<file path="config.mk">
export PLATFORM = sky130hd
export DESIGN_NAME = typeb_rw_end_flat
export DESIGN_NICKNAME = d
export VERILOG_FILES = /design/src/rtl/typeb_pkg.sv /design/src/rtl/typeb_link_if.sv /design/src/rtl/typeb_rw_end.sv /design/src/flat_wrapper.sv
export VERILOG_INCLUDE_DIRS = /design/src /design/src/rtl
export SDC_FILE = /design/constraint.sdc
export NUM_CORES = 2
export LEC_CHECK = 0
export BUFFER_PORTS_ARGS = -buffer_cell sky130_fd_sc_hd__buf_4
export CAP_MARGIN = 20
export CORE_MARGIN = 1
export CORE_UTILIZATION = 23
export CTS_CLUSTER_SIZE = 30
export DETAILED_ROUTE_END_ITERATION = 16
export PLACE_DENSITY = 0.48
export SETUP_SLACK_MARGIN = 0.15
export SYNTH_ARGS = -nofsm -noshare
export SYNTH_HDL_FRONTEND = slang
export SYNTH_SLANG_ARGS = --single-unit
export TNS_END_PERCENT = 30
</file>
<file path="constraint.sdc">
create_clock -name mclk_i -period 6.91 [get_ports mclk_i]
set_clock_uncertainty 0.2 [all_clocks]
set_input_delay 1.382 -clock mclk_i [delete_from_list [all_inputs] [get_ports mclk_i]]
set_output_delay 1.382 -clock mclk_i [all_outputs]
set_load 0.05 [all_outputs]
</file>
<file path="src/rtl/typeb_map.svh">
`ifndef TYPEB_MAP_SVH
`define TYPEB_MAP_SVH

// Block control byte codings, without CID and NAD
`define TB_I_BASE 8'h02
`define TB_R_BASE 8'ha2
`define TB_S_DESEL 8'hc2
`define TB_S_WTX 8'hf2
`define TB_CHAIN_BIT 4
`define TB_NAK_BIT 4
`define TB_NUM_BIT 0

// Block numbers loaded at activation
`define TB_TAG_BLK_INIT 1'b1
`define TB_RW_BLK_INIT 1'b0

// Family identifier wildcard
`define TB_AFI_ANY 8'h00

// Chained block payload and message store size
`define TB_CHUNK 9'd64
`define TB_MEM_DEPTH 256

// Frame wait time unit in us and clock rate in MHz
`define TB_FWT_US 302
`define TB_CLK_MHZ 200

// Error replies tried before the reader gives up
`define TB_RETRY_MAX 2'd3

`endif

</file>
<file path="src/rtl/typeb_pkg.sv">
`include "typeb_map.svh"

package typeb_pkg;

  typedef enum logic [2:0] {
    T_IDLE = 3'b000,
    T_RXPCB = 3'b001,
    T_RXINF = 3'b010,
    T_REPLY = 3'b011,
    T_APP = 3'b100,
    T_TXPCB = 3'b101,
    T_TXINF = 3'b110,
    T_HALT = 3'b111
  } tag_state_t;

  typedef enum logic [2:0] {
    P_IDLE = 3'b000,
    P_LOAD = 3'b001,
    P_SEND = 3'b010,
    P_TXPCB = 3'b011,
    P_TXINF = 3'b100,
    P_WAIT = 3'b101,
    P_RXINF = 3'b110
  } rw_state_t;

  // Information block control byte
  function automatic logic is_i(input logic [7:0] p);
    return (p[7:5] == 3'b000) && (p[3:1] == 3'b001);
  endfunction : is_i

  // Receive-ready block control byte
  function automatic logic is_r(input logic [7:0] p);
    return (p[7:5] == 3'b101) && (p[3:1] == 3'b001);
  endfunction : is_r

  function automatic logic [7:0] i_pcb(input logic c, input logic n);
    return `TB_I_BASE | (8'(c) << `TB_CHAIN_BIT) | 8'(n);
  endfunction : i_pcb

  function automatic logic [7:0] r_pcb(input logic nak, input logic n);
    return `TB_R_BASE | (8'(nak) << `TB_NAK_BIT) | 8'(n);
  endfunction : r_pcb

  // Family filter for the request command
  function automatic logic afi_match(input logic [7:0] req,
                                     input logic [7:0] sto);
    if (req == `TB_AFI_ANY) begin
      return 1'b1;
    end else if (req[3:0] == 4'h0) begin
      return req[7:4] == sto[7:4];
    end else if (req[7:4] == 4'h0) begin
      return req[3:0] == sto[3:0];
    end else begin
      return req == sto;
    end
  endfunction : afi_match

endpackage : typeb_pkg

</file>
<file path="src/rtl/typeb_link_if.sv">
interface typeb_link_if ();
  logic activate;
  logic reqb_valid;
  logic [7:0] reqb_afi;
  logic atqb;
  logic dn_valid;
  logic dn_ready;
  logic dn_last;
  logic [7:0] dn_data;
  logic up_valid;
  logic up_ready;
  logic up_last;
  logic [7:0] up_data;

  modport reader (
    output activate, reqb_valid, reqb_afi, dn_valid, dn_last, dn_data,
    output up_ready,
    input atqb, dn_ready, up_valid, up_last, up_data
  );

  modport tag (
    input activate, reqb_valid, reqb_afi, dn_valid, dn_last, dn_data,
    input up_ready,
    output atqb, dn_ready, up_valid, up_last, up_data
  );
endinterface : typeb_link_if

</file>
<file path="src/rtl/typeb_rw_end.sv">
`include "typeb_map.svh"

module typeb_rw_end
  import typeb_pkg::*;
#(
  parameter logic [23:0] FWT_CYC = 24'(`TB_FWT_US * `TB_CLK_MHZ)
)(
  input wire logic mclk_i,
  input wire logic rst_n_i,
  typeb_link_if.reader link,
  input wire logic activate_i,
  input wire logic reqb_i,
  input wire logic [7:0] reqb_afi_i,
  output logic atqb_o,
  input wire logic deselect_i,
  input wire logic cmd_valid_i,
  output logic cmd_ready_o,
  input wire logic [7:0] cmd_data_i,
  input wire logic cmd_last_i,
  output logic resp_valid_o,
  output logic [7:0] resp_data_o,
  output logic resp_last_o,
  output logic busy_o,
  output logic fail_o
);

  rw_state_t st_r;
  logic blk_r;
  logic tchain_r;
  logic desel_r;
  logic [7:0] pcb_r;
  logic inf_r;
  logic fwd_r;
  logic chn_in_r;
  logic go_r;
  logic fail_r;
  logic act_r;
  logic reqb_r;
  logic [7:0] afi_r;
  logic [1:0] retry_r;
  logic [23:0] tmr_r;
  logic [8:0] len_r;
  logic [8:0] off_r;
  logic [8:0] idx_r;
  logic [7:0] tx_data_r;
  logic rv_r;
  logic [7:0] rd_r;
  logic rl_r;
  logic [7:0] mem [0:`TB_MEM_DEPTH-1];
  logic [7:0] d_pcb;
  logic d_err;
  logic d_go;
  logic d_inf;
  logic d_tog;
  logic d_adv;

  // Handshakes, offsets and the error reply
  wire dn_fire = link.dn_valid & link.dn_ready;
  wire up_fire = link.up_valid & link.up_ready;
  wire cmd_fire = cmd_valid_i & cmd_ready_o;
  wire [7:0] pcb = link.up_data;
  wire eq = pcb[`TB_NUM_BIT] == blk_r;
  wire [8:0] rem = len_r - off_r;
  wire [8:0] nxt_off = off_r + `TB_CHUNK;
  wire [8:0] rem2 = len_r - nxt_off;
  wire more = rem > `TB_CHUNK;
  wire more2 = rem2 > `TB_CHUNK;
  wire [8:0] chunk_n = more ? `TB_CHUNK : rem;
  wire tx_end = idx_r == (chunk_n - 9'd1);
  wire timeout = (st_r == P_WAIT) && !up_fire && (tmr_r == FWT_CYC - 24'd1);
  wire give_up = retry_r == `TB_RETRY_MAX;
  wire [7:0] err_pcb = desel_r ? `TB_S_DESEL : r_pcb(~tchain_r, blk_r);

  assign link.activate = act_r;
  assign link.reqb_valid = reqb_r;
  assign link.reqb_afi = afi_r;
  assign link.dn_valid = (st_r == P_TXPCB) || (st_r == P_TXINF);
  assign link.dn_data = tx_data_r;
  assign link.dn_last = (st_r == P_TXPCB) ? !inf_r : tx_end;
  assign link.up_ready = (st_r == P_WAIT) || (st_r == P_RXINF);
  assign atqb_o = link.atqb;
  assign cmd_ready_o = st_r == P_LOAD;
  assign resp_valid_o = rv_r;
  assign resp_data_o = rd_r;
  assign resp_last_o = rl_r;
  assign busy_o = st_r != P_IDLE;
  assign fail_o = fail_r;

  // Reply choice for a block from the tag
  always_comb begin
    d_pcb = err_pcb;
    d_err = 1'b1;
    d_go = 1'b1;
    d_inf = 1'b0;
    d_tog = 1'b0;
    d_adv = 1'b0;
    if (desel_r) begin
      if (pcb == `TB_S_DESEL) begin
        d_err = 1'b0;
        d_go = 1'b0;
      end
    end else if (is_i(pcb)) begin
      d_err = 1'b0;
      d_tog = eq;
      d_go = pcb[`TB_CHAIN_BIT];
      d_pcb = r_pcb(1'b0, eq ? ~blk_r : blk_r);
    end else if (is_r(pcb) && !pcb[`TB_NAK_BIT] && !eq) begin
      d_err = 1'b0;
      d_inf = 1'b1;
      d_pcb = i_pcb(more, blk_r);
    end else if (is_r(pcb) && !pcb[`TB_NAK_BIT] && more) begin
      d_err = 1'b0;
      d_tog = 1'b1;
      d_adv = 1'b1;
      d_inf = 1'b1;
      d_pcb = i_pcb(more2, ~blk_r);
    end
  end

  // Exchange sequencer
  always_ff @(posedge mclk_i or negedge rst_n_i) begin
    if (!rst_n_i) begin
      st_r <= P_IDLE;
      blk_r <= `TB_RW_BLK_INIT;
      tchain_r <= 1'b0;
      desel_r <= 1'b0;
      pcb_r <= 8'h00;
      inf_r <= 1'b0;
      fwd_r <= 1'b0;
      chn_in_r <= 1'b0;
      go_r <= 1'b0;
      fail_r <= 1'b0;
      retry_r <= 2'd0;
      tmr_r <= 24'h000000;
      len_r <= 9'h000;
      off_r <= 9'h000;
      idx_r <= 9'h000;
      tx_data_r <= 8'h00;
    end else if (activate_i) begin
      st_r <= P_IDLE;
      blk_r <= `TB_RW_BLK_INIT;
      tchain_r <= 1'b0;
      desel_r <= 1'b0;
      fail_r <= 1'b0;
    end else begin
      case (st_r)
        P_IDLE: begin
          idx_r <= 9'h000;
          retry_r <= 2'd0;
          if (deselect_i) begin
            pcb_r <= `TB_S_DESEL;
            inf_r <= 1'b0;
            desel_r <= 1'b1;
            st_r <= P_SEND;
          end else if (cmd_valid_i) begin
            st_r <= P_LOAD;
          end
        end
        P_LOAD: begin
          if (cmd_fire) begin
            idx_r <= idx_r + 9'd1;
          end
          if (cmd_fire && cmd_last_i) begin
            len_r <= idx_r + 9'd1;
            off_r <= 9'h000;
            inf_r <= 1'b1;
            pcb_r <= i_pcb(idx_r >= `TB_CHUNK, blk_r);
            st_r <= P_SEND;
          end
        end
        P_SEND: begin
          tx_data_r <= pcb_r;
          idx_r <= 9'h000;
          st_r <= P_TXPCB;
        end
        P_TXPCB: begin
          if (dn_fire) begin
            tx_data_r <= mem[off_r[7:0]];
            tmr_r <= 24'h000000;
            st_r <= inf_r ? P_TXINF : P_WAIT;
          end
        end
        P_TXINF: begin
          if (dn_fire) begin
            idx_r <= idx_r + 9'd1;
            tx_data_r <= mem[off_r[7:0] + idx_r[7:0] + 8'd1];
            tmr_r <= 24'h000000;
            st_r <= tx_end ? P_WAIT : P_TXINF;
          end
        end
        P_WAIT: begin
          tmr_r <= tmr_r + 24'd1;
          if (timeout) begin
            pcb_r <= err_pcb;
            inf_r <= 1'b0;
            retry_r <= retry_r + 2'd1;
            fail_r <= give_up;
            st_r <= give_up ? P_IDLE : P_SEND;
          end else if (up_fire) begin
            pcb_r <= d_pcb;
            inf_r <= d_inf;
            fwd_r <= is_i(pcb) && !d_err;
            chn_in_r <= pcb[`TB_CHAIN_BIT];
            go_r <= d_go && !(d_err && give_up);
            retry_r <= d_err ? retry_r + 2'd1 : 2'd0;
            fail_r <= d_err && give_up;
            if (is_i(pcb) && !d_err) begin
              tchain_r <= pcb[`TB_CHAIN_BIT];
            end
            if (!d_err && !d_go) begin
              desel_r <= 1'b0;
            end
            if (d_tog) begin
              blk_r <= ~blk_r;
            end
            if (d_adv) begin
              off_r <= nxt_off;
            end
            if (link.up_last) begin
              st_r <= (d_go && !(d_err && give_up)) ? P_SEND : P_IDLE;
            end else begin
              st_r <= P_RXINF;
            end
          end
        end
        P_RXINF: begin
          if (up_fire && link.up_last) begin
            st_r <= go_r ? P_SEND : P_IDLE;
          end
        end
        default: st_r <= P_IDLE;
      endcase
    end
  end

  // Request pulse, response bytes and activation strobe
  always_ff @(posedge mclk_i or negedge rst_n_i) begin
    if (!rst_n_i) begin
      act_r <= 1'b0;
      reqb_r <= 1'b0;
      afi_r <= 8'h00;
      rv_r <= 1'b0;
      rd_r <= 8'h00;
      rl_r <= 1'b0;
    end else begin
      act_r <= activate_i;
      reqb_r <= reqb_i;
      afi_r <= reqb_i ? reqb_afi_i : afi_r;
      rv_r <= up_fire && (st_r == P_RXINF) && fwd_r;
      rd_r <= link.up_data;
      rl_r <= link.up_last & ~chn_in_r;
    end
  end

  // Command store for resending and chaining
  always_ff @(posedge mclk_i) begin
    if (cmd_fire) begin
      mem[idx_r[7:0]] <= cmd_data_i;
    end
  end

endmodule : typeb_rw_end

</file>
<file path="src/flat_wrapper.sv">
// flat-port wrapper written by rule: the top's interface ports become plain ports
module typeb_rw_end_flat import typeb_pkg::*;
#(
  parameter logic [23:0] FWT_CYC = 24'(`TB_FWT_US * `TB_CLK_MHZ)
)
  (mclk_i, rst_n_i, activate_i, reqb_i, reqb_afi_i, atqb_o, deselect_i, cmd_valid_i, cmd_ready_o, cmd_data_i, cmd_last_i, resp_valid_o, resp_data_o, resp_last_o, busy_o, fail_o, link_activate, link_reqb_valid, link_reqb_afi, link_dn_valid, link_dn_last, link_dn_data, link_up_ready, link_atqb, link_dn_ready, link_up_valid, link_up_last, link_up_data);
  typeb_link_if link_i ();
  input wire logic mclk_i;
  input wire logic rst_n_i;
  input wire logic activate_i;
  input wire logic reqb_i;
  input wire logic [7:0] reqb_afi_i;
  output logic atqb_o;
  input wire logic deselect_i;
  input wire logic cmd_valid_i;
  output logic cmd_ready_o;
  input wire logic [7:0] cmd_data_i;
  input wire logic cmd_last_i;
  output logic resp_valid_o;
  output logic [7:0] resp_data_o;
  output logic resp_last_o;
  output logic busy_o;
  output logic fail_o;
  output wire logic [$bits(link_i.activate)-1:0] link_activate;
  output wire logic [$bits(link_i.reqb_valid)-1:0] link_reqb_valid;
  output wire logic [$bits(link_i.reqb_afi)-1:0] link_reqb_afi;
  output wire logic [$bits(link_i.dn_valid)-1:0] link_dn_valid;
  output wire logic [$bits(link_i.dn_last)-1:0] link_dn_last;
  output wire logic [$bits(link_i.dn_data)-1:0] link_dn_data;
  output wire logic [$bits(link_i.up_ready)-1:0] link_up_ready;
  input wire logic [$bits(link_i.atqb)-1:0] link_atqb;
  input wire logic [$bits(link_i.dn_ready)-1:0] link_dn_ready;
  input wire logic [$bits(link_i.up_valid)-1:0] link_up_valid;
  input wire logic [$bits(link_i.up_last)-1:0] link_up_last;
  input wire logic [$bits(link_i.up_data)-1:0] link_up_data;
  assign link_activate = link_i.activate;
  assign link_reqb_valid = link_i.reqb_valid;
  assign link_reqb_afi = link_i.reqb_afi;
  assign link_dn_valid = link_i.dn_valid;
  assign link_dn_last = link_i.dn_last;
  assign link_dn_data = link_i.dn_data;
  assign link_up_ready = link_i.up_ready;
  assign link_i.atqb = link_atqb;
  assign link_i.dn_ready = link_dn_ready;
  assign link_i.up_valid = link_up_valid;
  assign link_i.up_last = link_up_last;
  assign link_i.up_data = link_up_data;
  typeb_rw_end #(.FWT_CYC(FWT_CYC)) u_core (.mclk_i(mclk_i), .rst_n_i(rst_n_i), .link(link_i), .activate_i(activate_i), .reqb_i(reqb_i), .reqb_afi_i(reqb_afi_i), .atqb_o(atqb_o), .deselect_i(deselect_i), .cmd_valid_i(cmd_valid_i), .cmd_ready_o(cmd_ready_o), .cmd_data_i(cmd_data_i), .cmd_last_i(cmd_last_i), .resp_valid_o(resp_valid_o), .resp_data_o(resp_data_o), .resp_last_o(resp_last_o), .busy_o(busy_o), .fail_o(fail_o));
endmodule
</file>
==> results.yml <==
cts:
  holdBufCountCts: 0
  clockBufferDepth: 4
  cts-htree-levels: 4
  clockRootBuffer: "clkbuf_16"
  clk_pin_slew_ns: 0.06
  numCtsBuffers: 231
  ctsResizeCount: 0
  clock-sinks: 2140
  cts_tree: "done"
  post_cts_buffers: 0
  clk_latency_ns: 0.91
routing:
  vias: 40700
  wl_um: 228500
  ant_nets: 0
  drtIter0Drc: 3713
  drt-wirelength-per-cell_um: 25.06
  routed_via_density: 4.463
  drcViolationCount: 0
  first_pass_iters: 6
critical_path:
  arrival_ns: 4.95
  cp-startpoint: "u_core.off_r[6]"
  required_ns: 5.33
  ff2ff_setup_slack_ns: 2.31
  end_kind: "output port"
  worstSetupPathType: "reg -> out"
  cpPeakStageDelay_ns: 0.51
  critPathLaunchType: "register"
  path_cells: "inv_1 -> ha_1 -> or4_1 -> and4_4 -> nor3_1 -> nand2b_1 -> ha_1 -> xnor2_1 -> xor2_1 -> a32oi_1 -> o22ai_1 -> nand3_1 -> a211o_1 -> o22ai_1 -> buf_4"
  r2r-start: "u_core.idx_r[0]"
  crit_fanout: 10
  crit_path_top_delay_cell: "or4_1"
timing:
  timing.fmax_ghz: 0.1532
  relSlewSlack: 0.2017
  min_period_over_period: 0.9446
  max_slew.worst_pin.slew_ns: 1.197
  whs_ns: 0.2300
  final.min_clock_period_ns: 6.527
  hold_violations: 0
  slew_viol_final: 0
  setup_violations: 0
  finalSetupTns_ns: 0
  rsz0062_at_grt: "false"
final_layout:
  area_delta_synth_final_pct: 16.53
  nets: 4175
  final_layout_size_suffix_gt1_frac: 0.2713
  postLayoutCoreUtil: 0.2691
min_path:
  hold_path.class: "reg -> reg"
  worstHoldStart: "u_core.chn_in_r"
yosys:
  synth_top_cells_by_count: "edfxtp_1, mux4_2, nor2_1, nand2_1, clkbuf_1"
  ys_seq_area_frac: 0.7564
  synth_cell_types: 74
  synth.avg_cell_area_um2: 21.28
  synth_area_um2: 84350
  yosys-top-cells-area: "edfxtp_1, mux4_2, dfrtp_1"
  yosysWarnings: 0
  syn_inst: 3964
  syn_nets: 4014
  synth_top_cell_by_area: "edfxtp_1"
  synth_flop_cell: "edfxtp_1"
  yosys.area.top_type_share: 0.7291
  synth_edf_count: 2048
  synth-seq-cells: 2140
  async_flop_share: 0.04299
  yosysMostFrequentCell: "edfxtp_1"
power:
  combPwrFrac: 0.228
  p_int_w: 0.02489
  p_leak_nw: 29.12
  p_per_area_nw_per_um2: 348.8
  p_switching_w: 0.009396
  pwr-share-seq: 0.423
  peakVddDrop_mv: 0.2404
  clkPwrFrac: 0.349
  finalPower_w: 0.03429
  p_sw_frac: 0.2740
floorplanning:
  die_h_um: 607.6
  rows: 222
  chipWidth_um: 607.6
  die_area_um2: 369200
  start_util: 0.2309
  fp.coreArea_um2: 365300
  ios: 70
global_routing:
  grt_max_degree: 209
  grt_pass1_wl_um: 326100
  busiest_layer: "met2"
  use_met1: 0.1723
  grtUsageTotal: 0.1212
  grt_antenna_before_repair: 7
  gr-total-overflow: 0
  use_met2: 0.1926
  met3_usage: 0.01929
  grt_pass1_vias: 41800
place:
  io_buffers: 67
  place_hpwl_um: 137800
  globalplace.congestion: 0.8194
run_status:
  status: "completed"
flow_run:
  drv_cap: 0
## layout by cell type, fill, tap and decap left out, types with 8 or more instances in the layout
| cell | Yosys | final |
|---|---|---|
| ha_1 | 15 | 14 |
| dfrtp_1 | 92 | 91 |
| edfxtp_1 | 2048 | 2048 |
| o21ai_0 | 64 | 64 |
| mux2i_1 | 17 | 17 |
| buf_4 | 1 | 121 |
| a21oi_1 | 33 | 33 |
| a22oi_1 | 23 | 23 |
| or2_2 | 8 | 8 |
| o31ai_1 | 14 | 14 |
| clkbuf_16 | 0 | 231 |
| mux4_2 | 642 | 642 |
| nor2_1 | 319 | 316 |
| nand3_1 | 78 | 74 |
| buf_12 | 0 | 20 |
| mux2_2 | 12 | 12 |
| bufinv_16 | 0 | 20 |
| buf_8 | 0 | 9 |
| clkbuf_1 | 121 | 53 |
| xor2_1 | 15 | 10 |
| nand2_1 | 135 | 123 |
| nand4_1 | 30 | 30 |
| clkinv_1 | 2 | 45 |
| inv_1 | 18 | 18 |
| xnor2_1 | 13 | 10 |
| clkinv_2 | 0 | 41 |
| nor2b_1 | 9 | 9 |
| and3_1 | 10 | 10 |
| nor3_1 | 15 | 15 |
| nand2_2 | 0 | 12 |
## through the flow
step,cells,area [um2],setup slack (ns)
after floorplan,3964,84350,0.6995
after global placement,8706,91060,1.178
after detailed placement,8707,91070,1.305
after CTS,9116,98270,0.3874
after global routing,9118,98290,0.1790
final,9120,98290,0.3826
## flip-flops by register name, summed over array words and instances (netlist names), 2 cells and up
register and flops:
u_core.idx_r 9, u_core.resp_data_o 8, u_core.pcb_r 6, u_core.retry_r 2, u_core.link.reqb_afi 8, u_core.off_r 3
u_core.tmr_r 24, u_core.st_r 3, u_core.link.dn_data 8, u_core.mem 2048, u_core.len_r 9
## area by class of cell
cell class,count,area [um2]
Tap cell,4816,6026
Sequential cell,2140,63800
Antenna cell,3,7.507
Clock inverter,118,1126
Timing Repair Buffer,151,1449
Inverter,21,78.83
Fill cell,36130,267000
Clock buffer,291,6076
Multi-Input combinational cell,1580,19730
## power groups by stage
stage / Clock, W / Sequential (W) / Combinational [W]
4_1_cts: 0.0122 / 0.0145 / 0.00803
3_5_place_dp: 0 / 0.0148 / 0.00801
6_report: 0.0120 / 0.0145 / 0.00782
5_1_grt: 0.0127 / 0.0145 / 0.00832
3_3_place_gp: 0 / 0.0148 / 0.00801
2_1_floorplan: 0 / 0.0147 / 0.00525
## worst max-delay path: cells and delay by family, from the launching register on
family	cells	cell delay [ns]
AOI/OAI and AO/OA	4	0.94
xor gates and xnor gates	2	0.47
adders and majority gates	2	0.68
buffers and inverters	2	0.32
DFF	1	0.35
and+or+nand+nor	5	1.36
## routing by layer
| layer | share of wire | up-vias | wire, um |
|---|---|---|---|
| li1 | - | 16890 | - |
| met1 | 0.45 | 22300 | 102700 |
| met2 | 0.47 | 1209 | 107600 |
| met3 | 0.054 | 302 | 12370 |
| met4 | 0.026 | 0 | 5827 |
| met5 | 0 | - | 0 |
## final timing paths
kind,to,cells after the start
max in group asynchronous,u_core.idx_r[0],2
worst min register to register,u_core.resp_last_o,1
worst max register to register,u_core.link.dn_data[6],8
min in group asynchronous,u_core.link.activate,1
worst max-delay path,link_dn_last,15
worst min-delay path,u_core.resp_last_o,1
## kinds of logic after synthesis
group | share of synthesized area
flops | 0.7564
mux | 0.1757
simple gates | 0.03469
buf+inv | 0.01216
compound gates | 0.01569
xor+xnor | 0.003174
fa+ha+maj | 0.002225
other cells | 0.00004446
(Power assumes the default switching activity.)
